`config.mk`:
```
export PLATFORM = sky130hd
export DESIGN_NAME = dma_pair
export DESIGN_NICKNAME = d
export VERILOG_FILES = /design/src/rtl/dma_pair_pkg.sv /design/src/rtl/dma_pair.sv /design/src/rtl/dma_pair_fifo.sv
export VERILOG_INCLUDE_DIRS = /design/src /design/src/rtl
export SDC_FILE = /design/constraint.sdc
export NUM_CORES = 2
export LEC_CHECK = 0
export BUFFER_PORTS_ARGS = -buffer_cell sky130_fd_sc_hd__buf_2
export CAP_MARGIN = 10
export CORE_MARGIN = 5
export CORE_UTILIZATION = 50
export DETAILED_ROUTE_END_ITERATION = 7
export PLACE_DENSITY = 0.65
export SETUP_SLACK_MARGIN = 0.15
export SLEW_MARGIN = 5
export SYNTH_ARGS = -nofsm -noshare
export SYNTH_HDL_FRONTEND = slang
export SYNTH_SLANG_ARGS = --single-unit
```
`constraint.sdc`:
```
create_clock -name CORE_CLK -period 26.7 [get_ports CORE_CLK]
set_clock_uncertainty 0.2 [all_clocks]
set_input_delay 0 -clock CORE_CLK [delete_from_list [all_inputs] [get_ports CORE_CLK]]
set_output_delay 0 -clock CORE_CLK [all_outputs]
set_load 0.005 [all_outputs]
```
`src/rtl/dma_pair_params.svh`:
```
`ifndef DMA_PAIR_PARAMS_SVH
`define DMA_PAIR_PARAMS_SVH
`define CFG_INDEX_PORT_ADDR 8'h22
`define CFG_DATA_PORT_ADDR  8'h23
`define IDX_CH_SHIFT        3'h4
`define IDX_ADDR_LO         4'h0
`define IDX_ADDR_HI         4'h1
`define IDX_COUNT_LO        4'h2
`define IDX_COUNT_HI        4'h3
`define IDX_MODE            4'h4
`define IDX_MASK            4'h5
`define IDX_STATUS          4'h6
`define MODE_XFER_LSB       0
`define MODE_TYPE_LSB       2
`define MODE_AUTO_BIT       4
`define MODE_TIMING_LSB     5
`define CASCADE_CHANNEL     3'h4
`define TYPE_A_WAIT         4'h3
`define TYPE_B_WAIT         4'h2
`define TYPE_F_WAIT         4'h0
`define FIFO_DEPTH_DEF      16
`endif

```
`src/rtl/dma_pair_pkg.sv`:
```
package dma_pair_pkg;
  typedef enum logic [2:0] {
    ST_IDLE    = 3'b001,
    ST_PROGRAM = 3'b010,
    ST_ACTIVE  = 3'b100
  } engine_state_type;
  typedef enum logic [1:0] {
    XFER_DEMAND  = 2'h0,
    XFER_SINGLE  = 2'h1,
    XFER_BLOCK   = 2'h2,
    XFER_CASCADE = 2'h3
  } xfer_mode_type;
  typedef enum logic [1:0] {
    TYPE_VERIFY = 2'h0,
    TYPE_WRITE  = 2'h1,
    TYPE_READ   = 2'h2
  } xfer_type_type;
endpackage

```
`src/rtl/dma_pair.sv`:
```
// Operation
// - Two cascaded controllers, four 8-bit, three 16-bit
// - 16-bit channel 0 is cascade link
// - 8-bit controller drives addresses for four channels, 16-bit for three
// - Always idle, program or active; idle first
// - Idle samples requests; index port access wins
// - Active first wins PCI bus
// - Acknowledge highest priority only after grant
// - Controller drives ISA strobes and ready handling
// - Index port access enters program state
// - Per-channel single, block, demand, cascade mode
// - Single moves one unit, then rearbitrates
// - Count decrements; zero reloads or masks
// - Block holds bus until count zero
// - Demand runs until zero or request drops
// - Held demand request gives back-to-back transfers
// - Cascade channel passes hold, keeps rotation
// - Read, write, verify in single, block, demand mode
// - Autoinit restores address, count on completion
// - Autoinit channel is not masked
// - Type A, B, F cycle timings
`timescale 1ns/1ps
`include "dma_pair_params.svh"
module dma_pair
  import dma_pair_pkg::*;
#(
  parameter int NCH        = 8,
  parameter int FIFO_DEPTH = `FIFO_DEPTH_DEF
) (
  input  wire logic            CORE_CLK,
  input  wire logic            RST_B,
  input  wire logic            IO_SEL,
  input  wire logic            IO_WR,
  input  wire logic [7:0]      IO_ADDR,
  input  wire logic [7:0]      IO_WDATA,
  output logic      [7:0]      IO_RDATA,
  input  wire logic [NCH-1:0]  DREQ,
  output logic      [NCH-1:0]  DACK,
  input  wire logic            END_OF_PROCESS_INPUT,
  output logic                 PCI_REQ,
  input  wire logic            PCI_GNT,
  output logic      [15:0]     MEM_ADDR,
  output logic                 MEM_WIDE,
  output logic                 ISA_IOR_B,
  output logic                 ISA_IOW_B,
  input  wire logic            IOCHRDY,
  input  wire logic [15:0]     ISA_DATA_IN,
  output logic      [15:0]     XFER_DATA,
  output logic                 XFER_VALID,
  input  wire logic            XFER_READY,
  output logic      [2:0]      ENGINE_STATE
);
  logic rst_s1_q, rst_n;
  always_ff @(posedge CORE_CLK or negedge RST_B) begin
    if (!RST_B) begin
      rst_s1_q <= 1'b0;
      rst_n    <= 1'b0;
    end else begin
      rst_s1_q <= 1'b1;
      rst_n    <= rst_s1_q;
    end
  end

  engine_state_type state_q, state_d;
  logic [7:0]  index_q, index_d;
  logic [15:0] base_addr_q [NCH];
  logic [15:0] base_count_q [NCH];
  logic [15:0] cur_addr_q [NCH], cur_addr_d [NCH];
  logic [15:0] remaining_transfer_count_q [NCH], remaining_transfer_count_d [NCH];
  logic [7:0]  mode_q [NCH], mode_d [NCH];
  logic [NCH-1:0] mask_q, mask_d, tc_q, tc_d;
  logic [2:0]  chan_q, chan_d, prio_q, prio_d;
  logic [3:0]  wait_q, wait_d;
  logic        strobe_q, strobe_d;
  logic [NCH-1:0] ack_q, ack_d;
  logic        cfg_hit, idx_hit, data_hit, fifo_in_ready;
  logic [NCH-1:0] pending;
  logic [2:0]  winner;
  logic        found;
  logic [2:0]  ich;
  logic [3:0]  ireg;
  xfer_mode_type cmode;
  xfer_type_type ctype;
  logic        last, done, wr_unit;

  assign idx_hit  = IO_SEL && (IO_ADDR == `CFG_INDEX_PORT_ADDR);
  assign data_hit = IO_SEL && (IO_ADDR == `CFG_DATA_PORT_ADDR);
  assign cfg_hit  = idx_hit || data_hit;
  assign ich      = index_q[6:4];
  assign ireg     = index_q[3:0];
  assign cmode    = xfer_mode_type'(mode_q[chan_q][`MODE_XFER_LSB +: 2]);
  assign ctype    = xfer_type_type'(mode_q[chan_q][`MODE_TYPE_LSB +: 2]);

  // Slot 4 is the cascade link; it never requests on its own.
  always_comb begin
    for (int i = 0; i < NCH; i++) begin
      pending[i] = DREQ[i] && !mask_q[i] && (i != int'(`CASCADE_CHANNEL));
    end
  end

  // Rotating priority: search starts one past the last served channel.
  always_comb begin
    winner = 3'h0;
    found  = 1'b0;
    for (int k = 0; k < NCH; k++) begin
      if (!found && pending[3'(prio_q + 3'(k))]) begin
        winner = 3'(prio_q + 3'(k));
        found  = 1'b1;
      end
    end
  end

  always_comb begin
    state_d  = state_q;
    index_d  = index_q;
    chan_d   = chan_q;
    prio_d   = prio_q;
    wait_d   = wait_q;
    strobe_d = 1'b0;
    ack_d    = ack_q;
    mask_d   = mask_q;
    tc_d     = tc_q;
    wr_unit  = 1'b0;
    last     = 1'b0;
    done     = 1'b0;
    for (int i = 0; i < NCH; i++) begin
      cur_addr_d[i]                 = cur_addr_q[i];
      remaining_transfer_count_d[i] = remaining_transfer_count_q[i];
      mode_d[i]                     = mode_q[i];
    end
    case (state_q)
      ST_IDLE: begin
        // Index port access served before any request.
        if (idx_hit) begin
          state_d = ST_PROGRAM;
        end else if (found) begin
          state_d = ST_ACTIVE;
          chan_d  = winner;
        end
      end
      ST_PROGRAM: begin
        if (idx_hit && IO_WR) begin
          index_d = IO_WDATA;
        end else if (data_hit && IO_WR) begin
          case (ireg)
            `IDX_MODE: mode_d[ich] = IO_WDATA;
            `IDX_MASK: mask_d[ich] = IO_WDATA[0];
            default: ;
          endcase
          state_d = ST_IDLE;
        end else if (data_hit) begin
          if (ireg == `IDX_STATUS) begin
            tc_d[ich] = 1'b0;
          end
          state_d = ST_IDLE;
        end else if (!cfg_hit) begin
          state_d = ST_IDLE;
        end
      end
      ST_ACTIVE: begin
        // Bus ownership must precede acknowledge.
        if (!PCI_GNT) begin
          ack_d = '0;
        end else if (ack_q == '0) begin
          ack_d[chan_q] = 1'b1;
          case (mode_q[chan_q][`MODE_TIMING_LSB +: 2])
            2'h0: wait_d = `TYPE_A_WAIT;
            2'h1: wait_d = `TYPE_B_WAIT;
            default: wait_d = `TYPE_F_WAIT;
          endcase
        end else if (cmode == XFER_CASCADE) begin
          // External hold request keeps the acknowledge up.
          if (!DREQ[chan_q]) begin
            ack_d   = '0;
            prio_d  = 3'(chan_q + 3'h1);
            state_d = ST_IDLE;
          end
        end else if (wait_q != 4'h0) begin
          wait_d   = 4'(wait_q - 4'h1);
          strobe_d = 1'b1;
        end else if (IOCHRDY && fifo_in_ready) begin
          // Peripheral or FIFO stall simply stretches the cycle.
          wr_unit = (ctype == TYPE_WRITE);
          remaining_transfer_count_d[chan_q] =
            16'(remaining_transfer_count_q[chan_q] - 16'h1);
          cur_addr_d[chan_q] = 16'(cur_addr_q[chan_q] + 16'h1);
          last = (remaining_transfer_count_q[chan_q] == 16'h0) || END_OF_PROCESS_INPUT;
          case (mode_q[chan_q][`MODE_XFER_LSB +: 2])
            XFER_SINGLE: done = 1'b1;
            XFER_BLOCK:  done = last;
            XFER_DEMAND: done = last || !DREQ[chan_q];
            default:     done = 1'b1;
          endcase
          if (last) begin
            tc_d[chan_q] = 1'b1;
            if (mode_q[chan_q][`MODE_AUTO_BIT]) begin
              cur_addr_d[chan_q] = base_addr_q[chan_q];
              remaining_transfer_count_d[chan_q] = base_count_q[chan_q];
            end else begin
              mask_d[chan_q] = 1'b1;
            end
          end
          if (done) begin
            ack_d   = '0;
            prio_d  = 3'(chan_q + 3'h1);
            state_d = ST_IDLE;
          end else begin
            case (mode_q[chan_q][`MODE_TIMING_LSB +: 2])
              2'h0: wait_d = `TYPE_A_WAIT;
              2'h1: wait_d = `TYPE_B_WAIT;
              default: wait_d = `TYPE_F_WAIT;
            endcase
          end
        end else begin
          strobe_d = 1'b1;
        end
      end
      default: state_d = ST_IDLE;
    endcase
  end

  always_ff @(posedge CORE_CLK or negedge rst_n) begin
    if (!rst_n) begin
      state_q  <= ST_IDLE;
      index_q  <= 8'h00;
      chan_q   <= 3'h0;
      prio_q   <= 3'h0;
      wait_q   <= 4'h0;
      strobe_q <= 1'b0;
      ack_q    <= '0;
      mask_q   <= '1;
      tc_q     <= '0;
      for (int i = 0; i < NCH; i++) begin
        cur_addr_q[i]                 <= 16'h0000;
        remaining_transfer_count_q[i] <= 16'h0000;
        base_addr_q[i]                <= 16'h0000;
        base_count_q[i]               <= 16'h0000;
        mode_q[i]                     <= 8'h00;
      end
    end else begin
      state_q  <= state_d;
      index_q  <= index_d;
      chan_q   <= chan_d;
      prio_q   <= prio_d;
      wait_q   <= wait_d;
      strobe_q <= strobe_d;
      ack_q    <= ack_d;
      mask_q   <= mask_d;
      tc_q     <= tc_d;
      for (int i = 0; i < NCH; i++) begin
        cur_addr_q[i]                 <= cur_addr_d[i];
        remaining_transfer_count_q[i] <= remaining_transfer_count_d[i];
        mode_q[i]                     <= mode_d[i];
      end
      // Address and count writes load base and current copies together
      if (state_q == ST_PROGRAM && data_hit && IO_WR) begin
        case (ireg)
          `IDX_ADDR_LO: begin
            base_addr_q[ich][7:0] <= IO_WDATA;
            cur_addr_q[ich][7:0]  <= IO_WDATA;
          end
          `IDX_ADDR_HI: begin
            base_addr_q[ich][15:8] <= IO_WDATA;
            cur_addr_q[ich][15:8]  <= IO_WDATA;
          end
          `IDX_COUNT_LO: begin
            base_count_q[ich][7:0]               <= IO_WDATA;
            remaining_transfer_count_q[ich][7:0] <= IO_WDATA;
          end
          `IDX_COUNT_HI: begin
            base_count_q[ich][15:8]               <= IO_WDATA;
            remaining_transfer_count_q[ich][15:8] <= IO_WDATA;
          end
          default: ;
        endcase
      end
    end
  end

  always_comb begin
    case (ireg)
      `IDX_ADDR_LO:  IO_RDATA = cur_addr_q[ich][7:0];
      `IDX_ADDR_HI:  IO_RDATA = cur_addr_q[ich][15:8];
      `IDX_COUNT_LO: IO_RDATA = remaining_transfer_count_q[ich][7:0];
      `IDX_COUNT_HI: IO_RDATA = remaining_transfer_count_q[ich][15:8];
      `IDX_MODE:     IO_RDATA = mode_q[ich];
      `IDX_MASK:     IO_RDATA = {7'h00, mask_q[ich]};
      `IDX_STATUS:   IO_RDATA = {7'h00, tc_q[ich]};
      default:       IO_RDATA = 8'h00;
    endcase
  end

  // Channels 4..7 sit on the 16-bit controller, word addressed.
  assign MEM_WIDE     = chan_q[2];
  assign MEM_ADDR     = cur_addr_q[chan_q];
  assign PCI_REQ      = (state_q == ST_ACTIVE);
  assign DACK         = ack_q;
  // Verify cycles run the count but pulse neither strobe.
  assign ISA_IOR_B    = !(strobe_q && ctype == TYPE_WRITE);
  assign ISA_IOW_B    = !(strobe_q && ctype == TYPE_READ);
  assign ENGINE_STATE = state_q;

  dma_pair_fifo #(.WIDTH(16), .DEPTH(FIFO_DEPTH)) u_fifo (
    .clk       (CORE_CLK),
    .rst_n     (rst_n),
    .in_data   (ISA_DATA_IN),
    .in_valid  (wr_unit),
    .in_ready  (fifo_in_ready),
    .out_data  (XFER_DATA),
    .out_valid (XFER_VALID),
    .out_ready (XFER_READY)
  );

  chk_ack_needs_grant: assert property (@(posedge CORE_CLK) disable iff (!rst_n)
    (ack_q != '0) |-> $past(PCI_GNT)) else $error("ack without grant");
  chk_idle_cfg_first: assert property (@(posedge CORE_CLK) disable iff (!rst_n)
    (state_q == ST_IDLE && idx_hit) |=> state_q == ST_PROGRAM)
    else $error("config not first");
  chk_onehot_state: assert property (@(posedge CORE_CLK) disable iff (!rst_n)
    $onehot(state_q)) else $error("bad state");
  chk_cascade_no_ack: assert property (@(posedge CORE_CLK) disable iff (!rst_n)
    !ack_q[`CASCADE_CHANNEL]) else $error("cascade slot acked");
  chk_active_req_bus: assert property (@(posedge CORE_CLK) disable iff (!rst_n)
    (state_q == ST_ACTIVE) |-> PCI_REQ) else $error("no bus request");
  chk_single_release: assert property (@(posedge CORE_CLK) disable iff (!rst_n)
    (state_q == ST_ACTIVE && done && cmode == XFER_SINGLE) |=> state_q == ST_IDLE)
    else $error("single kept bus");
  chk_tc_mask_noauto: assert property (@(posedge CORE_CLK) disable iff (!rst_n)
    (last && !mode_q[chan_q][`MODE_AUTO_BIT]) |=> mask_q[$past(chan_q)])
    else $error("not masked");
  chk_auto_reload: assert property (@(posedge CORE_CLK) disable iff (!rst_n)
    (last && mode_q[chan_q][`MODE_AUTO_BIT]) |=> !mask_q[$past(chan_q)]
      && cur_addr_q[$past(chan_q)] == base_addr_q[$past(chan_q)])
    else $error("no reload");
  chk_verify_quiet: assert property (@(posedge CORE_CLK) disable iff (!rst_n)
    (ctype == TYPE_VERIFY) |-> ISA_IOR_B && ISA_IOW_B) else $error("verify strobed");
endmodule

```
`src/rtl/dma_pair_fifo.sv`:
```
`timescale 1ns/1ps
module dma_pair_fifo #(
  parameter int WIDTH = 16,
  parameter int DEPTH = 16
) (
  input  wire logic             clk,
  input  wire logic             rst_n,
  input  wire logic [WIDTH-1:0] in_data,
  input  wire logic             in_valid,
  output logic                  in_ready,
  output logic      [WIDTH-1:0] out_data,
  output logic                  out_valid,
  input  wire logic             out_ready
);
  localparam int AW = $clog2(DEPTH);
  logic [WIDTH-1:0] mem [DEPTH];
  logic [AW-1:0]    wr_q, wr_d, rd_q, rd_d;
  logic [AW:0]      cnt_q, cnt_d;
  logic             push, pop;
  assign in_ready  = (cnt_q != (AW+1)'(DEPTH));
  assign out_valid = (cnt_q != '0);
  assign out_data  = mem[rd_q];
  assign push      = in_valid && in_ready;
  assign pop       = out_valid && out_ready;
  always_comb begin
    wr_d  = push ? AW'(wr_q + 1'b1) : wr_q;
    rd_d  = pop ? AW'(rd_q + 1'b1) : rd_q;
    cnt_d = (AW+1)'(cnt_q + {AW'(0), push} - {AW'(0), pop});
  end
  always_ff @(posedge clk) begin
    if (push) begin
      mem[wr_q] <= in_data;
    end
  end
  always_ff @(posedge clk or negedge rst_n) begin
    if (!rst_n) begin
      wr_q  <= '0;
      rd_q  <= '0;
      cnt_q <= '0;
    end else begin
      wr_q  <= wr_d;
      rd_q  <= rd_d;
      cnt_q <= cnt_d;
    end
  end
endmodule

```
Yosys cells after proc, flatten, opt, wreduce, memory -nomap -nowiden. Memory sizes are Yosys's and may differ from the RTL's. Index checks and enable logic that the tools add are counted.

Memories: 1. Memory bits (read-only): 0. RAM bits: 256. Flip-flop bits (word level): 636. Logic and storage cells: 399. Input bits: 48. Bits in latches: 0.

Memory list: u_fifo.mem (depth 16, width 16, rd ports 1, clocked after Yosys merged registers in 0, write ports 1, RTL line dma_pair_fifo.sv:16) `logic [WIDTH-1:0] mem [DEPTH];`.

Reductions and logical operators: 73. Shift operators: 0. Bitwise gates (word level): 10. $mul: 0. $lt $le $gt $ge: 16. $add $sub $neg: 15. Equal/unequal tests: 44. Div/mod/pow operators: 0. Muxes and demuxes: 186.

Operators with widths (count): $mux W128 (18); $bwmux W128 (12); $pmux W128 S2 (4); $bmux W16 S3 (6); $mux W8 (31); $mux W16 (14); $demux W16 S3 (3); $mux W3 (26); $bwmux W64 (1); $pmux W8 S7 (1); $bmux W8 S3 (2); $mux W1 (41); $lt A3 B4 Y1 const B (10); $bmux W1 S3 (11); $pmux W8 S2 (2); $logic_and A1 B1 Y1 (29); $demux W8 S3 (1); $ne A2 B2 Y1 const B (12); $or A8 B8 Y8 (3); $reduce_and A11 Y1 (2); $mux W4 (5); $logic_not A1 Y1 (17); $add A16 B1 Y16 const B (1); $eq A8 B6 Y1 const B (2); other kinds (50) (90).

Logic depth before layout (Yosys ltp).
Depth after elaboration: 29. Mapped depth: 18. Depth with buffers taken out: 15.

Cells and area by module. From an unflattened synthesis, not the netlist that was laid out.

Cells, all modules: 4273. Area, all modules: 44861.8 sq um.

Modules (own cells, without submodules): dma_pair (cells an instance 3722, instances 1, seq. area each 15601.2 sq um, area each 34235.3 sq um); dma_pair_fifo (cells an instance 551, instances 1, seq. area each 8012.7 sq um, area each 10626.4 sq um).

Worst setup path after synthesis. No wires, ideal clock.

Path type: reg2reg. From: register chan_q[2]. To: memory u_fifo.mem[3][0], enable pin. Library setup time: 409 ps. Required time: 26091 ps. Stages on the path, launching flop included: 13. Period minus slack after synthesis: 4579 ps. Arrival: 3970 ps. Slack: 22121 ps. Path through: dfrtp_1 > buf_2 > buf_6 > buf_4 > buf_2 > buf_2 > buf_2 > mux2_2 > a221oi_1 > o21ai_0 > nor3_2 > nand2_1 > nor3_1.

Longest elaborated chain between the ends: 14. Elaborated cells on any way between the ends: 15. Classes of those cells: 2 x eq/ne; 11 x mux; 1 x bitwise; 1 x reduce/logical.

Ends and longest elaborated chain: start: declaration (RTL line dma_pair.sv:72) `logic [2:0] chan_q, chan_d, prio_q, prio_d;`; start signal: assignment (RTL line dma_pair.sv:243) `chan_q <= chan_d;`; $not A3 Y4 (not written as such) (*) (RTL line dma_pair.sv:91, dma_pair.sv:92); $bmux W8 S3 (*) (RTL line dma_pair.sv:91, dma_pair.sv:92); $mux W7 (*) (2 in a row); $eq A2 B1 Y1 (RTL line dma_pair.sv:183) `wr_unit = (ctype == TYPE_WRITE);`; $mux W1 (RTL line dma_pair.sv:181) `end else if (IOCHRDY && fifo_in_ready) begin`; $mux W1 (RTL line dma_pair.sv:178) `end else if (wait_q != 4'h0) begin`; $mux W1 (*) (RTL line dma_pair.sv:171) `end else if (cmode == XFER_CASCADE) begin`; $mux W1 (*) (RTL line dma_pair.sv:164) `end else if (ack_q == '0) begin`; $mux W1 (*) (RTL line dma_pair.sv:162) `if (!PCI_GNT) begin`; $mux W1 (*) (RTL line dma_pair.sv:131) `case (state_q)`; $logic_and A1 B1 Y1 (*) (RTL line dma_pair_fifo.sv:23) `assign push = in_valid && in_ready;`; net u_fifo.push (RTL line dma_pair_fifo.sv:19) `logic push, pop;`; $mux W1 (*) (RTL line dma_pair_fifo.sv:31) `if (push) begin`; $mux W1 (not written as such) (*) (RTL line dma_pair_fifo.sv:32) `mem[wr_q] <= in_data;`; end: declaration (RTL line dma_pair_fifo.sv:16).

The timed path passes the listed nets; every way through them passes the cells marked *. The select of a mux whose other input is x is not followed.

Worst setup path after layout.
From: register chan_q[2]. To: register remaining_transfer_count_q[83] (netlist bit).

Longest elaborated chain between the ends: 18. Elaborated cells on any way between the ends: 33. Classes of those cells: 1 x add/sub; 2 x order compare; 1 x eq/ne; 25 x mux; 1 x bitwise; 3 x reduce/logical.

Ends and longest elaborated chain: $not A3 Y4 (not written as such) (*); $bmux W16 S3 (tied with other cells) (RTL line dma_pair.sv:185, dma_pair.sv:187); $mux W16 (not written as such) or $logic_and A1 B1 Y1 (tied branches); $mux W16 (on tied branches); $sub A16 B1 Y16 or $demux W16 S3 (tied branches) (RTL line dma_pair.sv:185, dma_pair.sv:184, dma_pair.sv:198); $bwmux W128 (RTL line dma_pair.sv:184) `remaining_transfer_count_d[chan_q] =`; $bwmux W128 (RTL line dma_pair.sv:198) `remaining_transfer_count_d[chan_q] = base_count_q[chan_q];`; $mux W128 (RTL line dma_pair.sv:196) `` if (mode_q[chan_q][`MODE_AUTO_BIT]) begin ``; (+2 left out); $mux W128 (RTL line dma_pair.sv:178); $mux W128 (*) (RTL line dma_pair.sv:171); $mux W128 (*) (RTL line dma_pair.sv:164); $mux W128 (*) (RTL line dma_pair.sv:162); $mux W128 (*) (RTL line dma_pair.sv:131); $bwmux W128 (on tied branches) (RTL line dma_pair.sv:272, dma_pair.sv:268); $pmux W128 S2 (RTL line dma_pair.sv:257) `case (ireg)`; $mux W128 (*) (RTL line dma_pair.sv:256) `if (state_q == ST_PROGRAM && data_hit && IO_WR) begin`; end signal: indexed assignment (RTL line dma_pair.sv:252) `remaining_transfer_count_q[i] <= remaining_transfer_count_d[i];`; end: declaration (RTL line dma_pair.sv:69) `logic [15:0] remaining_transfer_count_q [NCH], remaining_transfer_count_d [NCH];`.

Every way passes the cells marked *; elsewhere a longest branch is shown, timed or not. The select of a mux whose other input is x is not followed. A chain may end at the register's enable or synchronous reset.

==> results.toml <==
[synthesis]
synth_warnings = 0
synthTopCellsByCount = "nand2_1, dfrtp_1, nand3_1"
yosysMostFrequentCell = "nand2_1"
synth_area_leaders = "dfrtp_1, edfxtp_1, nand2_1, mux4_2, a22oi_1"
ys.flop_type = "dfrtp_1"
synth_edf_count = 256
syn_nets = 4123
netlist.area_leader.share = 0.3596
netlist.top_cell.by_area = "dfrtp_1"
synth_area_sq_mm = 0.04364
yosysSeqAreaShare = 0.5412
yosysUniqueCellTypes = 98
syn_inst = 4056
ys_async_sr_fraction = 0.7130
synth_seq_cells = 892
syn_avg_cell_area_sq_um = 10.76

[setup_path]
critical_path_class = "flop to flop"
cp_num_buf_inv = 3
path_cells = "buf_4, nor2b_1, buf_4, a221oi_1, o221ai_1, a211oi_2, nand3_2, buf_4, nand3_1, o211ai_1"
worstPathArrival_ns = 6.39
cp_top_family = "compound AO/OA/AOI/OAI gates"
slowest_stage = "a211oi_2"
startpoint = "chan_q[2]$_DFFE_PN0P_"
reg2reg_depth = 10
slowest_delay_ns = 0.92
crit_path_start_kind = "flop"
r2r_slack_ns = 20.65
worstReg2RegStart = "chan_q[2]$_DFFE_PN0P_"
end_kind = "flop"
crit_required_ns = 27.04
crit_path_frequent_cell = "buf_4"
critPathMaxFanout = 44
r2r_end = "remaining_transfer_count_q[83]$_DFF_PN0_"

[power_and_ir_drop]
irDropWorstVdd_mv = 0.08194
power_density_mw_per_mm2 = 81.91
p_leak_nw = 20.96
power_w = 0.004002

[min_path]
hold_path.startpoint = "IO_ADDR[6]"
hp-class = "input port to flop"
hold_end = "ENGINE_STATE[0]$_DFFE_PN1P_"
min_path_cells = 5

[sta]
timing.fmax_mhz = 165.2
finalSetupViolations = 0
timing.hold.ws_ns = 0.02660
hold_violations = 0
worstMarginPinSlew_ns = 1.400
setup_tns_ns = 0
slew_headroom = 0.06346
timing.final.crit_share = 0.2267
layout_min_cycle_time_ns = 6.054
drv_slew = 0
rsz0062_at_grt = "no"

[grt]
antenna_found_initial = 7
grt_max_degree = 154
globalRouteOverflowTotal = 0
first_global_vias = 35419
grt_pass1_wl_um = 247000
grt_usage = 0.3555

[route]
wl_per_cell_um = 32.17
drt_wl_total_um = 171400
postRouteAntennaNets = 0
drc_errors = 20
viasPerCell = 7.041
vias = 37517
first_pass_iters = 8
drt_iter0_drc = 6269

[clock_tree]
post_cts_resized = 0
tritoncts = "built"
cts_inserted_buffers = 94
h-tree-depth = 3
numClockSinks = 892
clk_path_buf_depth = 3
cts_root_buffer = "clkbuf_16"
clkTransAtPathRegs_ns = 0.06
worstSkewPairLatency_ns = 0.71
post_cts_buffers = 0

[place]
port-buffer-count = 103
place_inst = 5109
post_dp_cell_area_sq_mm = 0.04519
place_congestion = 1.018
dp_hpwl_um = 106400

[cells_and_area]
layout-drive-gt1-share = 0.1641
fin_area_sq_mm = 0.04886
final_cells = 5328
final_nets = 4155
fillCellCount = 7377
area_delta_synth_final_pct = 11.97

[run]
cap_violations = 0

[floorplan]
die_h_um = 305.4
row_count = 108
start_util = 0.5030
fp.dieArea_sq_mm = 0.09328
ios = 104
core-area_sq_mm = 0.08675
fp.dieW_um = 305.4

[run_status]
status = "finished, violations left"
violations = "design-rule violations"
==> registers in the layout (all words and copies together), names as in the netlist, 4 cells and up <==
register,flops
DACK,8
base_addr_q,128
base_count_q,128
cur_addr_q,128
index_q,7
mask_q,8
mode_q,64
remaining_transfer_count_q,128
tc_q,8
u_fifo.cnt_q,5
u_fifo.mem,256
u_fifo.rd_q,4
u_fifo.wr_q,4
wait_q,4
==> cell families after synthesis <==
group                      share of synthesized area
xor gates and xnor gates                    0.007025
other                                     0.00008594
DFF                                           0.5412
adders and majority gates                   0.005620
AOI/OAI and AO/OA                             0.1460
muxes                                         0.1068
buffers and inverters                        0.03203
and+or+nand+nor                               0.1613
==> what timing repair did <==
action / 4_1_cts / 5_1_grt
endpoints found under the setup margin: 0 / 0
endpoints found under the hold margin: 793 / 0
hold buffers: 38 / 0
==> worst register-to-register path: stages (launching register included) <==
cell      delay [ns]
dfrtp_4         0.80
buf_4           0.74
nor2b_1         0.53
buf_4           0.32
a221oi_1        0.34
o221ai_1        0.48
a211oi_2        0.92
nand3_2         0.74
buf_4           0.54
nand3_1         0.17
o211ai_1        0.11
==> layout by cell type (no fill, tap or decap), types with 66 or more instances in the layout <==
master / instances
nand2_1: 944
nor2_1: 138
edfxtp_1: 256
mux4_2: 127
dfrtp_1: 621
a221oi_1: 66
mux2_2: 105
buf_2: 103
buf_4: 78
a22oi_1: 233
o211ai_1: 140
clkbuf_16: 96
nand3_1: 279
a21oi_1: 104
o21ai_0: 81
==> layer usage <==
layer | vias up | wire length [um] | GRT usage
li1 | 15124 | - | -
met1 | 18378 | 64970 | 0.4975
met2 | 3176 | 67970 | 0.4821
met3 | 831 | 26780 | 0.1439
met4 | 8 | 11500 | 0.1717
met5 | - | 187 | 0.01112
==> where the power goes <==
group / leakage, nW / internal [W] / total, W / switching [W]
combinational: 8.35 / 0.000364 / 0.00110 / 0.000738
sequential: 11.0 / 0.00144 / 0.00150 / 0.0000683
clock: 1.61 / 0.000808 / 0.00140 / 0.000587
==> area by class of cell <==
type                       instances  area, sq um  area share
timing repair buffer             220         1501     0.03073
multi-input combinational       2829        18800      0.3848
inverter                          51        191.4    0.003918
antenna                            5        12.51   0.0002561
sequential                       892        23630      0.4837
clock inverter                    37        467.9    0.009577
tap                             1155         1445     0.02958
clock buffer                     139         2804     0.05739
==> metrics by stage <==
step | utilization | setup slack (ns)
2_1_floorplan | - | 7.476
3_3_place_gp | 0.5210 | 21.20
3_5_place_dp | 0.5210 | 21.04
4_1_cts | 0.5631 | 21.01
5_1_grt | 0.5631 | 20.67
6_report | 0.5632 | 20.65
==> worst max-delay path by stage <==
stage / end / slack [ns] / depth (start not counted)
2_1_floorplan: DACK[0]$_DFFE_PN0P_ / 7.48 / 0
3_3_place_gp: remaining_transfer_count_q[20]$_DFF_PN0_ / 21.20 / 10
3_5_place_dp: remaining_transfer_count_q[22]$_DFF_PN0_ / 21.04 / 10
4_1_cts: remaining_transfer_count_q[80]$_DFF_PN0_ / 21.01 / 10
5_1_grt: remaining_transfer_count_q[67]$_DFF_PN0_ / 20.67 / 10
6_report: remaining_transfer_count_q[83]$_DFF_PN0_ / 20.65 / 10
No activity file was read; power rests on OpenSTA's default activity.
